### config.mk
export PLATFORM = sky130hd
export DESIGN_NAME = smpm_top
export DESIGN_NICKNAME = d
export VERILOG_FILES = /design/src/rtl/smpm_pkg.sv /design/src/rtl/smpm_sync.sv /design/src/rtl/smpm_top.sv
export VERILOG_INCLUDE_DIRS = /design/src /design/src/rtl
export SDC_FILE = /design/constraint.sdc
export NUM_CORES = 1
export LEC_CHECK = 0
export ABC_AREA = 1
export BUFFER_PORTS_ARGS = -buffer_cell sky130_fd_sc_hd__buf_2
export CORE_AREA = 2 2 268 270
export CTS_CLUSTER_SIZE = 25
export DETAILED_ROUTE_END_ITERATION = 12
export DIE_AREA = 0 0 270 272
export PLACE_DENSITY = 0.71
export SYNTH_ARGS = -nofsm -noshare
export SYNTH_HDL_FRONTEND = slang
export SYNTH_SLANG_ARGS = --single-unit
### constraint.sdc
create_clock -name CORE_CLK -period 5.1 [get_ports CORE_CLK]
set_input_delay 1.02 -clock CORE_CLK [delete_from_list [all_inputs] [get_ports CORE_CLK]]
set_output_delay 1.02 -clock CORE_CLK [all_outputs]
set_load 0.02 [all_outputs]
### src/rtl/smpm_map.svh
// Purpose: constants for switch-mode init and port-merge block
// Assumes: sixteen ports, sixteen partitions, eight mergeable pairs
// Notes:   field widths of state and mode fields are local choices
`ifndef SMPM_MAP_SVH
`define SMPM_MAP_SVH

`define SMPM_NPORTS      16
`define SMPM_NPAIRS      8
`define SMPM_NPARTS      16
`define SMPM_SWM_W       4
`define SMPM_STATE_W     3
`define SMPM_MODE_W      4
`define SMPM_LANE_W      5
`define SMPM_IDX_W       4
`define SMPM_PORT_LANES  5'h04

// switch-mode strap codes
`define SMPM_SWM_SINGLE     4'h0
`define SMPM_SWM_SINGLE_EE  4'h1
`define SMPM_SWM_P0UP       4'h8
`define SMPM_SWM_P2UP       4'h9
`define SMPM_SWM_P0UP_EE    4'hA
`define SMPM_SWM_P2UP_EE    4'hB
`define SMPM_SWM_MULTI      4'hC
`define SMPM_SWM_MULTI_EE   4'hD

// partition state and port operating-mode values
`define SMPM_PART_DISABLED  3'h0
`define SMPM_PART_ACTIVE    3'h1
`define SMPM_PMODE_DISABLED 4'h0
`define SMPM_PMODE_DOWN     4'h1
`define SMPM_PMODE_UP       4'h2
`define SMPM_PMODE_UNATT    4'h5

`define SMPM_PORT0          0
`define SMPM_PORT2          2
`define SMPM_PART0          0

`endif

### src/rtl/smpm_pkg.sv
// Purpose: types for switch-mode init and port-merge block
// Assumes: smpm_map.svh gives every width except the two-bit phase
// Notes:   smpm_top state outside the synchronisers is one packed struct
`include "smpm_map.svh"

package smpm_pkg;

  typedef enum logic [1:0] {
    SMPM_ST_RESET,
    SMPM_ST_APPLY,
    SMPM_ST_RUN
  } smpm_phase_t;

  typedef struct packed {
    smpm_phase_t                                   phase;
    logic                                          done;
    logic [`SMPM_SWM_W-1:0]                        switch_mode_strap;
    logic                                          test_mode;
    logic                                          eeprom_start;
    logic [`SMPM_NPAIRS-1:0]                       merged;
    logic [`SMPM_NPORTS-1:0]                       deact;
    logic [`SMPM_NPARTS*`SMPM_STATE_W-1:0]         part_state;
    logic [`SMPM_NPORTS*`SMPM_MODE_W-1:0]          port_mode;
    logic [`SMPM_NPORTS*`SMPM_LANE_W-1:0]          width;
    logic [`SMPM_NPORTS-1:0]                       link_en;
    logic [`SMPM_NPORTS-1:0]                       part_member;
    logic [`SMPM_NPORTS-1:0]                       low_power;
    logic [`SMPM_NPORTS-1:0]                       attn_ind;
    logic [`SMPM_NPORTS-1:0]                       ilock;
    logic [`SMPM_NPORTS-1:0]                       pwr_en;
    logic [`SMPM_NPORTS-1:0]                       pwr_ind;
    logic [`SMPM_NPORTS-1:0]                       rst_n;
    logic [`SMPM_NPORTS-1:0]                       act_n;
    logic [`SMPM_NPORTS-1:0]                       lnk_n;
    logic [`SMPM_NPORTS-1:0]                       btn_n;
    logic [`SMPM_NPORTS-1:0]                       mrl_n;
    logic [`SMPM_NPORTS-1:0]                       pres_n;
    logic [`SMPM_NPORTS-1:0]                       pfault_n;
    logic [`SMPM_NPORTS-1:0]                       pgood_n;
  } smpm_state_t;

endpackage : smpm_pkg

### src/rtl/smpm_sync.sv
// Purpose: three-flop pin synchroniser with agreement filter
// Assumes: inputs are asynchronous to core_clk
// Notes:   output changes only once stages two and three agree
`timescale 1ns/1ps
`default_nettype none

module smpm_sync #(
  parameter int W = 1
) (
  input  wire logic         core_clk,
  input  wire logic         rst_b,
  input  wire logic         clk_en,
  input  wire logic [W-1:0] din,
  input  wire logic [W-1:0] rst_val,
  output logic      [W-1:0] dout
);

  typedef struct packed {
    logic [W-1:0] s1;
    logic [W-1:0] s2;
    logic [W-1:0] s3;
    logic [W-1:0] filt;
  } smpm_sync_t;

  smpm_sync_t s_q;
  smpm_sync_t s_d;

  // stage one feeds stage two only; the filter looks at two and three
  always_comb begin
    s_d    = s_q;
    // stages hold pin xor rst_val, so a cleared flop reads as rst_val
    s_d.s1 = din ^ rst_val;
    s_d.s2 = s_q.s1;
    s_d.s3 = s_q.s2;
    for (int i = 0; i < W; i++) begin
      if (s_q.s2[i] == s_q.s3[i]) begin
        s_d.filt[i] = s_q.s3[i];
      end
    end
  end

  // rst_val is a tie-off constant, so the first samples hold it
  always_ff @(posedge core_clk or negedge rst_b) begin
    if (!rst_b) begin
      s_q <= '0;
    end else if (clk_en) begin
      s_q <= s_d;
    end
  end

  assign dout = s_q.filt ^ rst_val;

endmodule : smpm_sync

`default_nettype wire

### src/rtl/smpm_top.sv
// Purpose: switch-mode dependent init and port merging at fundamental reset
// Assumes: SW_FUND_RESET comes from core-clock logic; straps are pins
// Notes:   hot-plug pins pass three sync flops and a filter flop before use
//
// Summary of operation
// - only eight listed single/multi/upstream modes are normal; rest are test
// - mode-dependent initial fields load at end of fundamental reset
// - eeprom and non-eeprom variants give same config, only load differs
// - mode 0/1: part0 active, others off, port0 upstream, rest down
// - mode 8/A: part0 active, port0 upstream, port2 disabled, rest down
// - mode 9/B: part0 active, port2 upstream, port0 disabled, rest down
// - mode C/D: all partitions off, all ports unattached, partitioning open
// - single-partition modes block config of partitions other than zero
// - merging only joins an even port with the next odd port
// - active-low pair straps sampled during fundamental reset; low merges
// - merge choice holds until next fundamental reset
// - merged port link width is sum of both port widths
// - merged pair: even port stays active, odd port deactivated
// - deactivated port drives all outputs negated, incl activity and linkup
// - deactivated port ignores all its inputs incl hot-plug inputs
// - deactivated port has no link and is outside the hierarchy
// - deactivated port belongs to no partition
// - deactivated port logic goes to low power
// - deactivated port registers stay reachable in global space
// - deactivation holds whatever the port mode field says
// - after reset, operation follows the held switch-mode value
`timescale 1ns/1ps
`default_nettype none
`include "smpm_map.svh"

module smpm_top #(
  parameter logic NEG_ATTN_IND = 1'b0,
  parameter logic NEG_ILOCK    = 1'b0,
  parameter logic NEG_PWR_EN   = 1'b0,
  parameter logic NEG_PWR_IND  = 1'b0,
  parameter logic NEG_RST_N    = 1'b0
) (
  input  wire logic                                   CORE_CLK,
  input  wire logic                                   RST_B,
  input  wire logic                                   CLK_EN,
  input  wire logic                                   SW_FUND_RESET,
  input  wire logic [`SMPM_SWM_W-1:0]                 SWITCH_MODE_STRAP,
  input  wire logic [`SMPM_NPAIRS-1:0]                PAIR_MERGE_STRAP_N,
  input  wire logic                                   CFG_PART_WE,
  input  wire logic [`SMPM_IDX_W-1:0]                 CFG_PART_IDX,
  input  wire logic [`SMPM_STATE_W-1:0]               CFG_PART_DATA,
  input  wire logic                                   CFG_PORT_WE,
  input  wire logic [`SMPM_IDX_W-1:0]                 CFG_PORT_IDX,
  input  wire logic [`SMPM_MODE_W-1:0]                CFG_PORT_DATA,
  input  wire logic [`SMPM_NPORTS-1:0]                CORE_ATTN_IND,
  input  wire logic [`SMPM_NPORTS-1:0]                CORE_ILOCK,
  input  wire logic [`SMPM_NPORTS-1:0]                CORE_PWR_EN,
  input  wire logic [`SMPM_NPORTS-1:0]                CORE_PWR_IND,
  input  wire logic [`SMPM_NPORTS-1:0]                CORE_PORT_RST_N,
  input  wire logic [`SMPM_NPORTS-1:0]                CORE_ACTIVE,
  input  wire logic [`SMPM_NPORTS-1:0]                CORE_LINKUP,
  input  wire logic [`SMPM_NPORTS-1:0]                ATTENTION_BUTTON_IN_N,
  input  wire logic [`SMPM_NPORTS-1:0]                LATCH_SENSOR_IN_N,
  input  wire logic [`SMPM_NPORTS-1:0]                PRESENCE_DETECT_IN_N,
  input  wire logic [`SMPM_NPORTS-1:0]                POWER_FAULT_IN_N,
  input  wire logic [`SMPM_NPORTS-1:0]                POWER_GOOD_IN_N,
  output logic                                        CONFIG_DONE,
  output logic                                        TEST_MODE,
  output logic                                        EEPROM_LOAD_START,
  output logic [`SMPM_SWM_W-1:0]                      SWITCH_MODE,
  output logic [`SMPM_NPAIRS-1:0]                     PAIR_MERGED,
  output logic [`SMPM_NPORTS-1:0]                     PORT_DEACTIVATED,
  output logic [`SMPM_NPARTS*`SMPM_STATE_W-1:0]       PARTITION_CONTROL,
  output logic [`SMPM_NPORTS*`SMPM_MODE_W-1:0]        PORT_CONTROL,
  output logic [`SMPM_NPORTS*`SMPM_LANE_W-1:0]        PORT_LINK_WIDTH,
  output logic [`SMPM_NPORTS-1:0]                     PORT_LINK_EN,
  output logic [`SMPM_NPORTS-1:0]                     PORT_PART_MEMBER,
  output logic [`SMPM_NPORTS-1:0]                     PORT_LOW_POWER,
  output logic [`SMPM_NPORTS-1:0]                     ATTENTION_INDICATOR_OUT,
  output logic [`SMPM_NPORTS-1:0]                     INTERLOCK_OUT,
  output logic [`SMPM_NPORTS-1:0]                     POWER_ENABLE_OUT,
  output logic [`SMPM_NPORTS-1:0]                     POWER_INDICATOR_OUT,
  output logic [`SMPM_NPORTS-1:0]                     PORT_RESET_OUT_N,
  output logic [`SMPM_NPORTS-1:0]                     PORT_ACTIVITY_OUT_N,
  output logic [`SMPM_NPORTS-1:0]                     PORT_LINKUP_OUT_N,
  output logic [`SMPM_NPORTS-1:0]                     CORE_ATTN_BTN_N,
  output logic [`SMPM_NPORTS-1:0]                     CORE_LATCH_N,
  output logic [`SMPM_NPORTS-1:0]                     CORE_PRESENCE_N,
  output logic [`SMPM_NPORTS-1:0]                     CORE_PWR_FAULT_N,
  output logic [`SMPM_NPORTS-1:0]                     CORE_PWR_GOOD_N
);
  import smpm_pkg::*;

  localparam int NP   = `SMPM_NPORTS;
  localparam int NPR  = `SMPM_NPAIRS;
  localparam int NPT  = `SMPM_NPARTS;
  localparam int SW   = `SMPM_STATE_W;
  localparam int MW   = `SMPM_MODE_W;
  localparam int LW   = `SMPM_LANE_W;
  localparam int HPW  = 5 * NP;
  localparam int STW  = `SMPM_SWM_W + NPR;

  // active-low pins reset to negated so nothing looks asserted at power-up
  localparam smpm_state_t S_RST = '{
    phase: SMPM_ST_RESET, act_n: '1, lnk_n: '1, btn_n: '1, mrl_n: '1,
    pres_n: '1, pfault_n: '1, pgood_n: '1, rst_n: '1, default: '0};

  //////////////////////////////////////////////////////////////////////////
  // decode helpers

  function automatic logic is_normal(input logic [`SMPM_SWM_W-1:0] m);
    unique case (m)
      `SMPM_SWM_SINGLE, `SMPM_SWM_SINGLE_EE,
      `SMPM_SWM_P0UP, `SMPM_SWM_P0UP_EE,
      `SMPM_SWM_P2UP, `SMPM_SWM_P2UP_EE,
      `SMPM_SWM_MULTI, `SMPM_SWM_MULTI_EE: is_normal = 1'b1;
      default: is_normal = 1'b0;
    endcase
  endfunction : is_normal

  function automatic logic uses_eeprom(input logic [`SMPM_SWM_W-1:0] m);
    uses_eeprom = (m == `SMPM_SWM_SINGLE_EE) || (m == `SMPM_SWM_P0UP_EE) ||
                  (m == `SMPM_SWM_P2UP_EE) || (m == `SMPM_SWM_MULTI_EE);
  endfunction : uses_eeprom

  function automatic logic is_single(input logic [`SMPM_SWM_W-1:0] m);
    is_single = is_normal(m) && (m != `SMPM_SWM_MULTI) &&
                (m != `SMPM_SWM_MULTI_EE);
  endfunction : is_single

  //////////////////////////////////////////////////////////////////////////
  // pin synchronisers: mode and merge straps, then hot-plug inputs

  logic [STW-1:0] strap_s;
  logic [HPW-1:0] hp_in_s;

  smpm_sync #(.W(STW)) u_strap_sync (
    .core_clk (CORE_CLK),
    .rst_b    (RST_B),
    .clk_en   (CLK_EN),
    .din      ({SWITCH_MODE_STRAP, PAIR_MERGE_STRAP_N}),
    .rst_val  ({{`SMPM_SWM_W{1'b0}}, {NPR{1'b1}}}),
    .dout     (strap_s)
  );

  // xor with ones keeps the idle-high hot-plug pins negated after reset
  smpm_sync #(.W(HPW)) u_hp_sync (
    .core_clk (CORE_CLK),
    .rst_b    (RST_B),
    .clk_en   (CLK_EN),
    .din      ({ATTENTION_BUTTON_IN_N, LATCH_SENSOR_IN_N,
                PRESENCE_DETECT_IN_N, POWER_FAULT_IN_N, POWER_GOOD_IN_N}),
    .rst_val  ({HPW{1'b1}}),
    .dout     (hp_in_s)
  );

  //////////////////////////////////////////////////////////////////////////
  // next state

  smpm_state_t s_q;
  smpm_state_t s_d;
  logic [MW-1:0] mode_tbl [NP];
  logic [SW-1:0] part_tbl [NPT];
  logic          part_wr_ok;

  // initial field table for the held switch mode; eeprom variants
  // fall through to the same entries as their plain twins
  always_comb begin
    for (int p = 0; p < NP; p++) begin
      mode_tbl[p] = `SMPM_PMODE_DOWN;
    end
    for (int t = 0; t < NPT; t++) begin
      part_tbl[t] = `SMPM_PART_DISABLED;
    end
    case (s_q.switch_mode_strap)
      `SMPM_SWM_SINGLE, `SMPM_SWM_SINGLE_EE: begin
        part_tbl[`SMPM_PART0] = `SMPM_PART_ACTIVE;
        mode_tbl[`SMPM_PORT0] = `SMPM_PMODE_UP;
      end
      `SMPM_SWM_P0UP, `SMPM_SWM_P0UP_EE: begin
        part_tbl[`SMPM_PART0] = `SMPM_PART_ACTIVE;
        mode_tbl[`SMPM_PORT0] = `SMPM_PMODE_UP;
        mode_tbl[`SMPM_PORT2] = `SMPM_PMODE_DISABLED;
      end
      `SMPM_SWM_P2UP, `SMPM_SWM_P2UP_EE: begin
        part_tbl[`SMPM_PART0] = `SMPM_PART_ACTIVE;
        mode_tbl[`SMPM_PORT2] = `SMPM_PMODE_UP;
        mode_tbl[`SMPM_PORT0] = `SMPM_PMODE_DISABLED;
      end
      `SMPM_SWM_MULTI, `SMPM_SWM_MULTI_EE: begin
        for (int p = 0; p < NP; p++) begin
          mode_tbl[p] = `SMPM_PMODE_UNATT;
        end
      end
      default: begin
        // test modes keep the single-partition defaults
        part_tbl[`SMPM_PART0] = `SMPM_PART_ACTIVE;
        mode_tbl[`SMPM_PORT0] = `SMPM_PMODE_UP;
      end
    endcase
  end

  // multi-partition and test modes leave every partition writable
  assign part_wr_ok = !is_single(s_q.switch_mode_strap) ||
                      (CFG_PART_IDX == `SMPM_IDX_W'(`SMPM_PART0));

  always_comb begin
    logic [MW-1:0] pm;
    pm = '0;
    s_d = s_q;
    s_d.eeprom_start = 1'b0;
    case (s_q.phase)
      SMPM_ST_RESET: begin
        // straps follow the pins only while reset is asserted
        s_d.switch_mode_strap = strap_s[STW-1 -: `SMPM_SWM_W];
        s_d.merged = ~strap_s[NPR-1:0];
        if (!SW_FUND_RESET) begin
          s_d.phase = SMPM_ST_APPLY;
        end
      end
      SMPM_ST_APPLY: begin
        for (int p = 0; p < NP; p++) begin
          s_d.port_mode[p*MW +: MW] = mode_tbl[p];
        end
        for (int t = 0; t < NPT; t++) begin
          s_d.part_state[t*SW +: SW] = part_tbl[t];
        end
        s_d.test_mode    = !is_normal(s_q.switch_mode_strap);
        s_d.eeprom_start = uses_eeprom(s_q.switch_mode_strap);
        s_d.phase        = SMPM_ST_RUN;
      end
      SMPM_ST_RUN: begin
        // switch_mode_strap and merged are frozen here until the next reset
        if (CFG_PART_WE && part_wr_ok) begin
          s_d.part_state[CFG_PART_IDX*SW +: SW] = CFG_PART_DATA;
        end
        // mode writes land even on a deactivated port; it stays off
        if (CFG_PORT_WE) begin
          s_d.port_mode[CFG_PORT_IDX*MW +: MW] = CFG_PORT_DATA;
        end
      end
      default: s_d.phase = SMPM_ST_RESET;
    endcase
    if (SW_FUND_RESET) begin
      s_d.phase = SMPM_ST_RESET;
    end
    s_d.done = (s_d.phase == SMPM_ST_RUN);

    // per-port gating from the current merge state
    for (int i = 0; i < NPR; i++) begin
      s_d.deact[2*i]   = 1'b0;
      s_d.deact[2*i+1] = s_q.merged[i];
      s_d.width[2*i*LW +: LW] = s_q.merged[i] ?
          LW'(`SMPM_PORT_LANES << 1) : `SMPM_PORT_LANES;
      s_d.width[(2*i+1)*LW +: LW] = s_q.merged[i] ? '0 : `SMPM_PORT_LANES;
    end
    for (int p = 0; p < NP; p++) begin
      pm = s_q.port_mode[p*MW +: MW];
      if (s_q.deact[p]) begin
        s_d.attn_ind[p] = NEG_ATTN_IND;
        s_d.ilock[p]    = NEG_ILOCK;
        s_d.pwr_en[p]   = NEG_PWR_EN;
        s_d.pwr_ind[p]  = NEG_PWR_IND;
        s_d.rst_n[p]    = NEG_RST_N;
        s_d.act_n[p]    = 1'b1;
        s_d.lnk_n[p]    = 1'b1;
        s_d.btn_n[p]    = 1'b1;
        s_d.mrl_n[p]    = 1'b1;
        s_d.pres_n[p]   = 1'b1;
        s_d.pfault_n[p] = 1'b1;
        s_d.pgood_n[p]  = 1'b1;
      end else begin
        s_d.attn_ind[p] = CORE_ATTN_IND[p];
        s_d.ilock[p]    = CORE_ILOCK[p];
        s_d.pwr_en[p]   = CORE_PWR_EN[p];
        s_d.pwr_ind[p]  = CORE_PWR_IND[p];
        s_d.rst_n[p]    = CORE_PORT_RST_N[p];
        s_d.act_n[p]    = !CORE_ACTIVE[p];
        s_d.lnk_n[p]    = !CORE_LINKUP[p];
        s_d.btn_n[p]    = hp_in_s[4*NP + p];
        s_d.mrl_n[p]    = hp_in_s[3*NP + p];
        s_d.pres_n[p]   = hp_in_s[2*NP + p];
        s_d.pfault_n[p] = hp_in_s[NP + p];
        s_d.pgood_n[p]  = hp_in_s[p];
      end
      // deactivation wins over whatever the mode field holds
      s_d.link_en[p] = !s_q.deact[p] && (s_q.phase == SMPM_ST_RUN) &&
                       (pm != `SMPM_PMODE_DISABLED);
      s_d.part_member[p] = !s_q.deact[p] && (pm != `SMPM_PMODE_DISABLED) &&
                           (pm != `SMPM_PMODE_UNATT);
      s_d.low_power[p] = s_q.deact[p];
    end
  end

  always_ff @(posedge CORE_CLK or negedge RST_B) begin
    if (!RST_B) begin
      s_q <= S_RST;
    end else if (CLK_EN) begin
      s_q <= s_d;
    end
  end

  //////////////////////////////////////////////////////////////////////////
  // outputs, each a field of the state register

  assign CONFIG_DONE         = s_q.done;
  assign TEST_MODE           = s_q.test_mode;
  assign EEPROM_LOAD_START   = s_q.eeprom_start;
  assign SWITCH_MODE         = s_q.switch_mode_strap;
  assign PAIR_MERGED         = s_q.merged;
  assign PORT_DEACTIVATED    = s_q.deact;
  assign PARTITION_CONTROL   = s_q.part_state;
  assign PORT_CONTROL        = s_q.port_mode;
  assign PORT_LINK_WIDTH     = s_q.width;
  assign PORT_LINK_EN        = s_q.link_en;
  assign PORT_PART_MEMBER    = s_q.part_member;
  assign PORT_LOW_POWER      = s_q.low_power;
  assign ATTENTION_INDICATOR_OUT = s_q.attn_ind;
  assign INTERLOCK_OUT       = s_q.ilock;
  assign POWER_ENABLE_OUT    = s_q.pwr_en;
  assign POWER_INDICATOR_OUT = s_q.pwr_ind;
  assign PORT_RESET_OUT_N    = s_q.rst_n;
  assign PORT_ACTIVITY_OUT_N = s_q.act_n;
  assign PORT_LINKUP_OUT_N   = s_q.lnk_n;
  assign CORE_ATTN_BTN_N     = s_q.btn_n;
  assign CORE_LATCH_N        = s_q.mrl_n;
  assign CORE_PRESENCE_N     = s_q.pres_n;
  assign CORE_PWR_FAULT_N    = s_q.pfault_n;
  assign CORE_PWR_GOOD_N     = s_q.pgood_n;

  genvar g;
  generate
    for (g = 0; g < NPR; g++) begin : g_pair_chk

    end
  endgenerate
endmodule : smpm_top

`default_nettype wire

Word-level counts from Yosys, hierarchy flattened
Memories as Yosys holds them, arrays and structs flattened.
Index checks and enable logic that the tools add are counted.
{"block": "word_totals", "n_memories": 2, "input_bits": 225, "reg_bits": 817, "rom_bits": 32, "wordCells": 600}
{"block": "op_classes", "multipliers": 1, "n_eq_ne": 122, "bitwise": 5, "n_mux": 126, "n_reduce_logical": 215, "add_sub_neg": 2, "n_shift": 4}
{"name": "(name not given)", "words": 16, "word_bits": 1, "rd": 1, "rd_ports_with_merged_regs": 0, "wr": 0, "line": "smpm_top.sv:107", "text": "unique case (m)"}
{"name": "(name not given)", "words": 16, "word_bits": 1, "rd": 1, "rd_ports_with_merged_regs": 0, "wr": 0, "line": "smpm_top.sv:107"}
{"operator": "$pmux 112 s2", "n": 1}
{"operator": "$reduce_and 2->1", "n": 94}
{"operator": "$not 80->80", "n": 2}
{"operator": "$mux 1", "n": 99}
{"operator": "$eq 1x1->1", "n": 92}
{"operator": "$neg 6->34", "n": 2}
{"operator": "$bwmux 64", "n": 1}
{"operator": "$mux 64", "n": 1}
{"operator": "$ne 4x3->1 const B", "n": 16}
{"operator": "$reduce_bool 4->1", "n": 16}
{"operator": "$shift 4x34->64 const A", "n": 1}
{"operator": "$shiftx 4x34->64", "n": 1}
{"operator": "$logic_and 1x1->1", "n": 51}
{"operator": "$mux 51", "n": 1}
{"operator": "$bwmux 48", "n": 1}
{"operator": "$mux 48", "n": 1}
{"operator": "$shift 3x34->48 const A", "n": 1}
{"operator": "$shiftx 3x34->48", "n": 1}
{"operator": "$logic_not 1->1", "n": 42}
{"operator": "$mux 4", "n": 8}
{"operator": "$mux 3", "n": 9}
{"operator": "$eq 4x4->1 const B", "n": 6}
{"operator": "$not 8->8", "n": 3}
{"operator": "$pmux 3 s3", "n": 1}
{"operator": "other kinds (15)", "n": 24}

Longest topological paths before layout
{"block": "depth", "ltp_word": 8, "depth_mapped": 13, "mapped_depth_nobuf": 11}

Modules after synthesis
From an unflattened synthesis, not the netlist that was laid out.
{"block": "hier_totals", "hier_cells": 4371, "area_unflattened_um2": 36501.3}
{"mod": "smpm_top", "instances": 1, "cells_each": 2101, "area_per_inst_um2": 18955.7}
{"mod": "smpm_sync (u_hp_sync)", "instances": 1, "cells_each": 1982, "area_per_inst_um2": 15272.1}
{"mod": "smpm_sync (u_strap_sync)", "instances": 1, "cells_each": 288, "area_per_inst_um2": 2273.4}

Worst setup path after synthesis
OpenSTA, ideal clock, no wires.
{"block": "synth_path", "path_type": "input to register", "start": "input port CFG_PORT_IDX[0]", "end": "register s_q, in the netlist PORT_CONTROL[3]", "arrival_time_ps": 2612, "setup_time_ps": 126, "path_buffers": 2, "cell_stages": 7, "path_slack_ps": 2362, "cell_sequence": "buf_2 -> nor3_1 -> ha_1 -> clkbuf_1 -> nor4_1 -> o21a_1 -> o21ai_0"}
{"block": "synth_between", "elab_chain_cells": 5, "word_cells_on_any_way": 6, "classes_between": "add/sub: 1; shift: 2; mux: 3"}
{"item": "start: declaration", "line": "smpm_top.sv:48", "text": "input wire logic [`SMPM_IDX_W-1:0] CFG_PORT_IDX,"}
{"item": "$neg 6->34 (*)", "line": "smpm_top.sv:234", "text": "s_d.port_mode[CFG_PORT_IDX*MW +: MW] = CFG_PORT_DATA;"}
{"item": "$shiftx 4x34->64 / $shift 4x34->64 (equally long branches)", "line": "smpm_top.sv:234"}
{"item": "$bwmux 64 (*)", "line": "smpm_top.sv:234"}
{"item": "$mux 64 (*)", "line": "smpm_top.sv:233", "text": "if (CFG_PORT_WE) begin"}
{"item": "$pmux 112 s2 (*)", "line": "smpm_top.sv:207", "text": "case (s_q.phase)"}
{"item": "end signal: assignment", "line": "smpm_top.sv:292", "text": "s_q <= S_RST;"}
{"item": "end signal: assignment", "line": "smpm_top.sv:294", "text": "s_q <= s_d;"}
{"item": "end: declaration", "line": "smpm_top.sv:155", "text": "smpm_state_t s_q;"}
Mark *: on every way between the ends. The rest lies on a longest branch, timed or not. The select of a mux whose other input is x is not followed.
A chain may end at the register's enable or synchronous reset.

Final worst setup path
{"block": "layout_path", "start": "input port CFG_PART_IDX[0]", "end": "register s_q, in the netlist PARTITION_CONTROL[15]"}
{"block": "layout_between", "elab_chain_cells": 6, "word_cells_on_any_way": 12, "classes_between": "add/sub: 1; mul: 1; eq/ne: 1; shift: 2; mux: 3; reduce/logical: 4"}
{"item": "start: declaration", "line": "smpm_top.sv:45", "text": "input wire logic [`SMPM_IDX_W-1:0] CFG_PART_IDX,"}
{"item": "$mul 4x2->6", "line": "smpm_top.sv:230", "text": "s_d.part_state[CFG_PART_IDX*SW +: SW] = CFG_PART_DATA;"}
{"item": "$neg 6->34", "line": "smpm_top.sv:230"}
{"item": "$shiftx 3x34->48 / $shift 3x34->48 (equally long branches)", "line": "smpm_top.sv:230"}
{"item": "$bwmux 48", "line": "smpm_top.sv:230"}
{"item": "$mux 48", "line": "smpm_top.sv:229", "text": "if (CFG_PART_WE && part_wr_ok) begin"}
{"item": "$pmux 112 s2", "line": "smpm_top.sv:207"}
Parallel ways exist; a longest one is shown, timed or not. The select of a mux whose other input is x is not followed.

==> flow_metrics.tcl <==
set metrics [dict create \
    m1WireLength_um 35200 \
    skew_ns 0.0304 \
    core-area_um2 70800 \
    antenna_found_initial 15 \
    fin_area_um2 36300 \
    initial_core_util_pct 46.1 \
    async_flop_share_pct 100 \
    worstMarginPinSlew_ns 1.13 \
    syn_area_um2 32600 \
    top_layer "met5" \
    rows 98 \
    die_height_um 272 \
    total_power_mw 17.1 \
    ys_seq_elements 745 \
    syn_inst 3517 \
    cts_setup_buffers 0 \
    crit_buf_inv 2 \
    cts_root_buffer "clkbuf_16" \
    finalWorstSetupSlack_ns 1.91 \
    die_x_um 270 \
    power_density_nw_per_um2 471 \
    cp.arrival_ns 3.74 \
    via_per_inst 5.03 \
    grt_overflow 0 \
    io_pins 688 \
    multi_input_area_um2 9540 \
    first_pass_iters 5 \
    hold_violations 0 \
    leakagePower_nw 18.3 \
    drive_gt1_share_pct 25.1 \
    slew_violations 0 \
    clk_pin_slew_worst_paths_ns 0.06 \
    clkLatencyLatePin_ns 0.62 \
    fmax_ghz 0.313 \
    drv_cap 0 \
    met3WireLength_um 5310 \
    grt_pass1_vias 22332 \
    area_growth_syn_to_layout_pct 11.2 \
    cp.required_ns 5.65 \
    drt_iter0_drc 2128 \
    drt_wl_total_um 83100 \
    dpl_cell_area_um2 33500 \
    startpoint_type "primary input" \
    rsz0062_at_grt "no" \
    synth_ff_type "dfrtp_1" \
    io_buffer_count 615 \
    place_inst 4571 \
    syn_area_per_cell_um2 9.28 \
    critPathMaxStageDelay_ns 0.84 \
    tns_ns 0 \
    ant_nets 0 \
    fin_crit_ns 3.19 \
    peakVddDrop_uv 246 \
    synth_edf_count 0 \
    cts_buffers 80 \
    postCtsHoldBufs 0 \
    cts_tree "done" \
    wl_per_cell_um 17.6 \
    ys_warn_count 0 \
    end_kind "register" \
    setup_violations 0 \
    grt_max_degree 270 \
    fin_nets 3937 \
    hold_class "register to register" \
    drc 0 \
    grt_usage_pct 22.1 \
    cp_common_cell "nand2_1" \
    dieArea_um2 73400 \
    reg2reg_slack_ns 1.95 \
    fin_cells 4721 \
    grt_pass1_wl_um 129000 \
    n_fill_cell 6456 \
    num_vias 23761 \
    clkSinkCount 745 \
    synth_cell_types 37 \
    dpl.hpwl_um 56600 \
    clk_path_buf_depth 3 \
    fin_crit_sh_pct 62.6 \
    cp_slowest_cell "nor2_1" \
    regArea_um2 18800 \
    routabilityCongestion 0.902 \
    slew_headroom_pct 24.7 \
    cts_repair_resize_count 0 \
    worstPathMaxFanout 30 \
    htree_levels 3 \
    crit_type "primary input to register" \
    critPathTopFamily "simple AND/OR/NAND/NOR gates" \
    wl_met2_um 39900 \
    run_status "finished clean" \
    path_cells "buf_2 > inv_1 > ha_1 > nand3_1 > nand2_1 > nand2_1 > nand2_1 > nand2_1 > nor2_1 > nand3_1 > nand2_1" \
    yosysSeqAreaShare_pct 57.6 \
    place_ws_ns 1.35 \
]
-- through the flow --
step | hold WS (ns) | utilization (%)
floorplan | 0.403 | -
CTS | 0.401 | 51.3
finish | 0.401 | 51.3
detailed placement | 0.425 | 47.4
global route | 0.447 | 51.3
global placement | 0.415 | 47.4
-- registers in the layout (all words and copies together), names as in the netlist, 7 cells and up --
| signal | cells |
|---|---|
| POWER_ENABLE_OUT | 16 |
| PORT_LOW_POWER | 8 |
| ATTENTION_INDICATOR_OUT | 16 |
| PORT_ACTIVITY_OUT_N | 16 |
| CORE_PRESENCE_N | 16 |
| PORT_RESET_OUT_N | 16 |
| PORT_LINK_EN | 16 |
| CORE_PWR_FAULT_N | 16 |
| POWER_INDICATOR_OUT | 16 |
| u_strap_sync.s_d | 24 |
| CORE_ATTN_BTN_N | 16 |
| PAIR_MERGED | 8 |
| PORT_LINK_WIDTH | 9 |
| PORT_DEACTIVATED | 7 |
| CORE_PWR_GOOD_N | 16 |
| PORT_LINKUP_OUT_N | 16 |
| CORE_LATCH_N | 16 |
| INTERLOCK_OUT | 16 |
| u_strap_sync.s_q | 24 |
| PARTITION_CONTROL | 48 |
| u_hp_sync.s_q | 160 |
| PORT_CONTROL | 64 |
| PORT_PART_MEMBER | 16 |
| u_hp_sync.s_d | 160 |
-- kinds of logic (layout without fill, tap and decap cells) --
group,Yosys count,after routing,share of synthesized area (%)
AO/OA/AOI/OAI,684,684,11.8
XOR/XNOR,2,2,0.0997
adder cells (fa/ha/maj),9,9,0.345
buffers and inverters,755,933,14.1
flip-flops,745,745,57.6
other,1,77,0.0115
AND/OR/NAND/NOR,1321,1321,16.1
-- final timing paths --
| path | depth (start not counted) | endpoint | start |
|---|---|---|---|
| worst max-delay path | 11 | PARTITION_CONTROL[15]$_DFFE_PN0P_ | CFG_PART_IDX[0] |
| worst min-delay path | 1 | CORE_PRESENCE_N[15]$_DFFE_PN1P_ | u_hp_sync.s_q[47]$_DFFE_PN0P_ |
| worst max register to register | 8 | PARTITION_CONTROL[15]$_DFFE_PN0P_ | s_q[463]$_DFFE_PN0P_ |
| worst min register to register | 1 | CORE_PRESENCE_N[15]$_DFFE_PN1P_ | u_hp_sync.s_q[47]$_DFFE_PN0P_ |
| max in group asynchronous | 2 | PORT_LINKUP_OUT_N[9]$_DFFE_PN1P_ | RST_B |
| min in group asynchronous | 1 | POWER_ENABLE_OUT[0]$_DFFE_PN0P_ | RST_B |
-- metal layers --
| metal | up-vias | global-route usage [%] |
|---|---|---|
| met5 | - | 0 |
| li1 | 11305 | - |
| met3 | 170 | 4.87 |
| met1 | 11513 | 29.5 |
| met4 | 8 | 7.59 |
| met2 | 765 | 35.8 |
-- worst reg2reg max path, cell delays in order, from the launching register on --
cell and delay, ns:
dfrtp_1 0.38, inv_1 0.11, ha_2 0.40, nand2_1 0.29
nand2_1 0.18, nand2_1 0.59, nor2_1 0.84, nand3_1 0.18
nand2_1 0.12
-- final cells by class --
cell class,instances,area share (%)
antenna,5,0.0345
multi-input combinational,2088,26.3
inverter,144,1.51
clock inverter,32,1.14
timing repair buffer,644,9.45
tap,950,3.27
clock buffer,113,6.52
sequential,745,51.8
-- power by group --
group	internal, mW	leakage (nW)	switching, mW	total [mW]
combinational	1.03	7.73	2.37	3.39
sequential	6.96	9.22	0.715	7.67
clock	3.61	1.37	2.43	6.04
total	11.6	18.3	5.51	17.1
-- placed cells by master (no fill, tap or decap), types with 11 or more instances in the layout --
cell         n
o31ai_1     11
nor3_1      25
a21oi_1     68
nand3_1     77
conb_1      72
clkbuf_16   81
nand2_1    987
nor4_1      18
dfrtp_1    617
a22o_1      43
clkbuf_8    22
nand4_1     13
o21ai_0    470
buf_2      613
nor2_1     180
buf_4       20
dfstp_2    128
inv_1      140
clkinv_2    15
o22ai_1     14
o211ai_1    52
-- Yosys cell counts, drive strengths merged (3+ instances only) --
master  number  area [um^2]
ha           9          113
dfrtp      617        15400
nand2      987         3700
a22o        43          377
nor2       193          752
nand4       15          106
o41ai        8         70.1
dfstp      128         3360
buf        488         3590
o31ai       11         82.6
clkbuf     123          462
nand3       79          405
o22ai       14         87.6
o21a         3         22.5
o211ai      52          390
o21ai      475         2380
nor4        18          113
nor3        28          155
a21oi       78          443
inv        143          537
(Power assumes the default switching activity.)
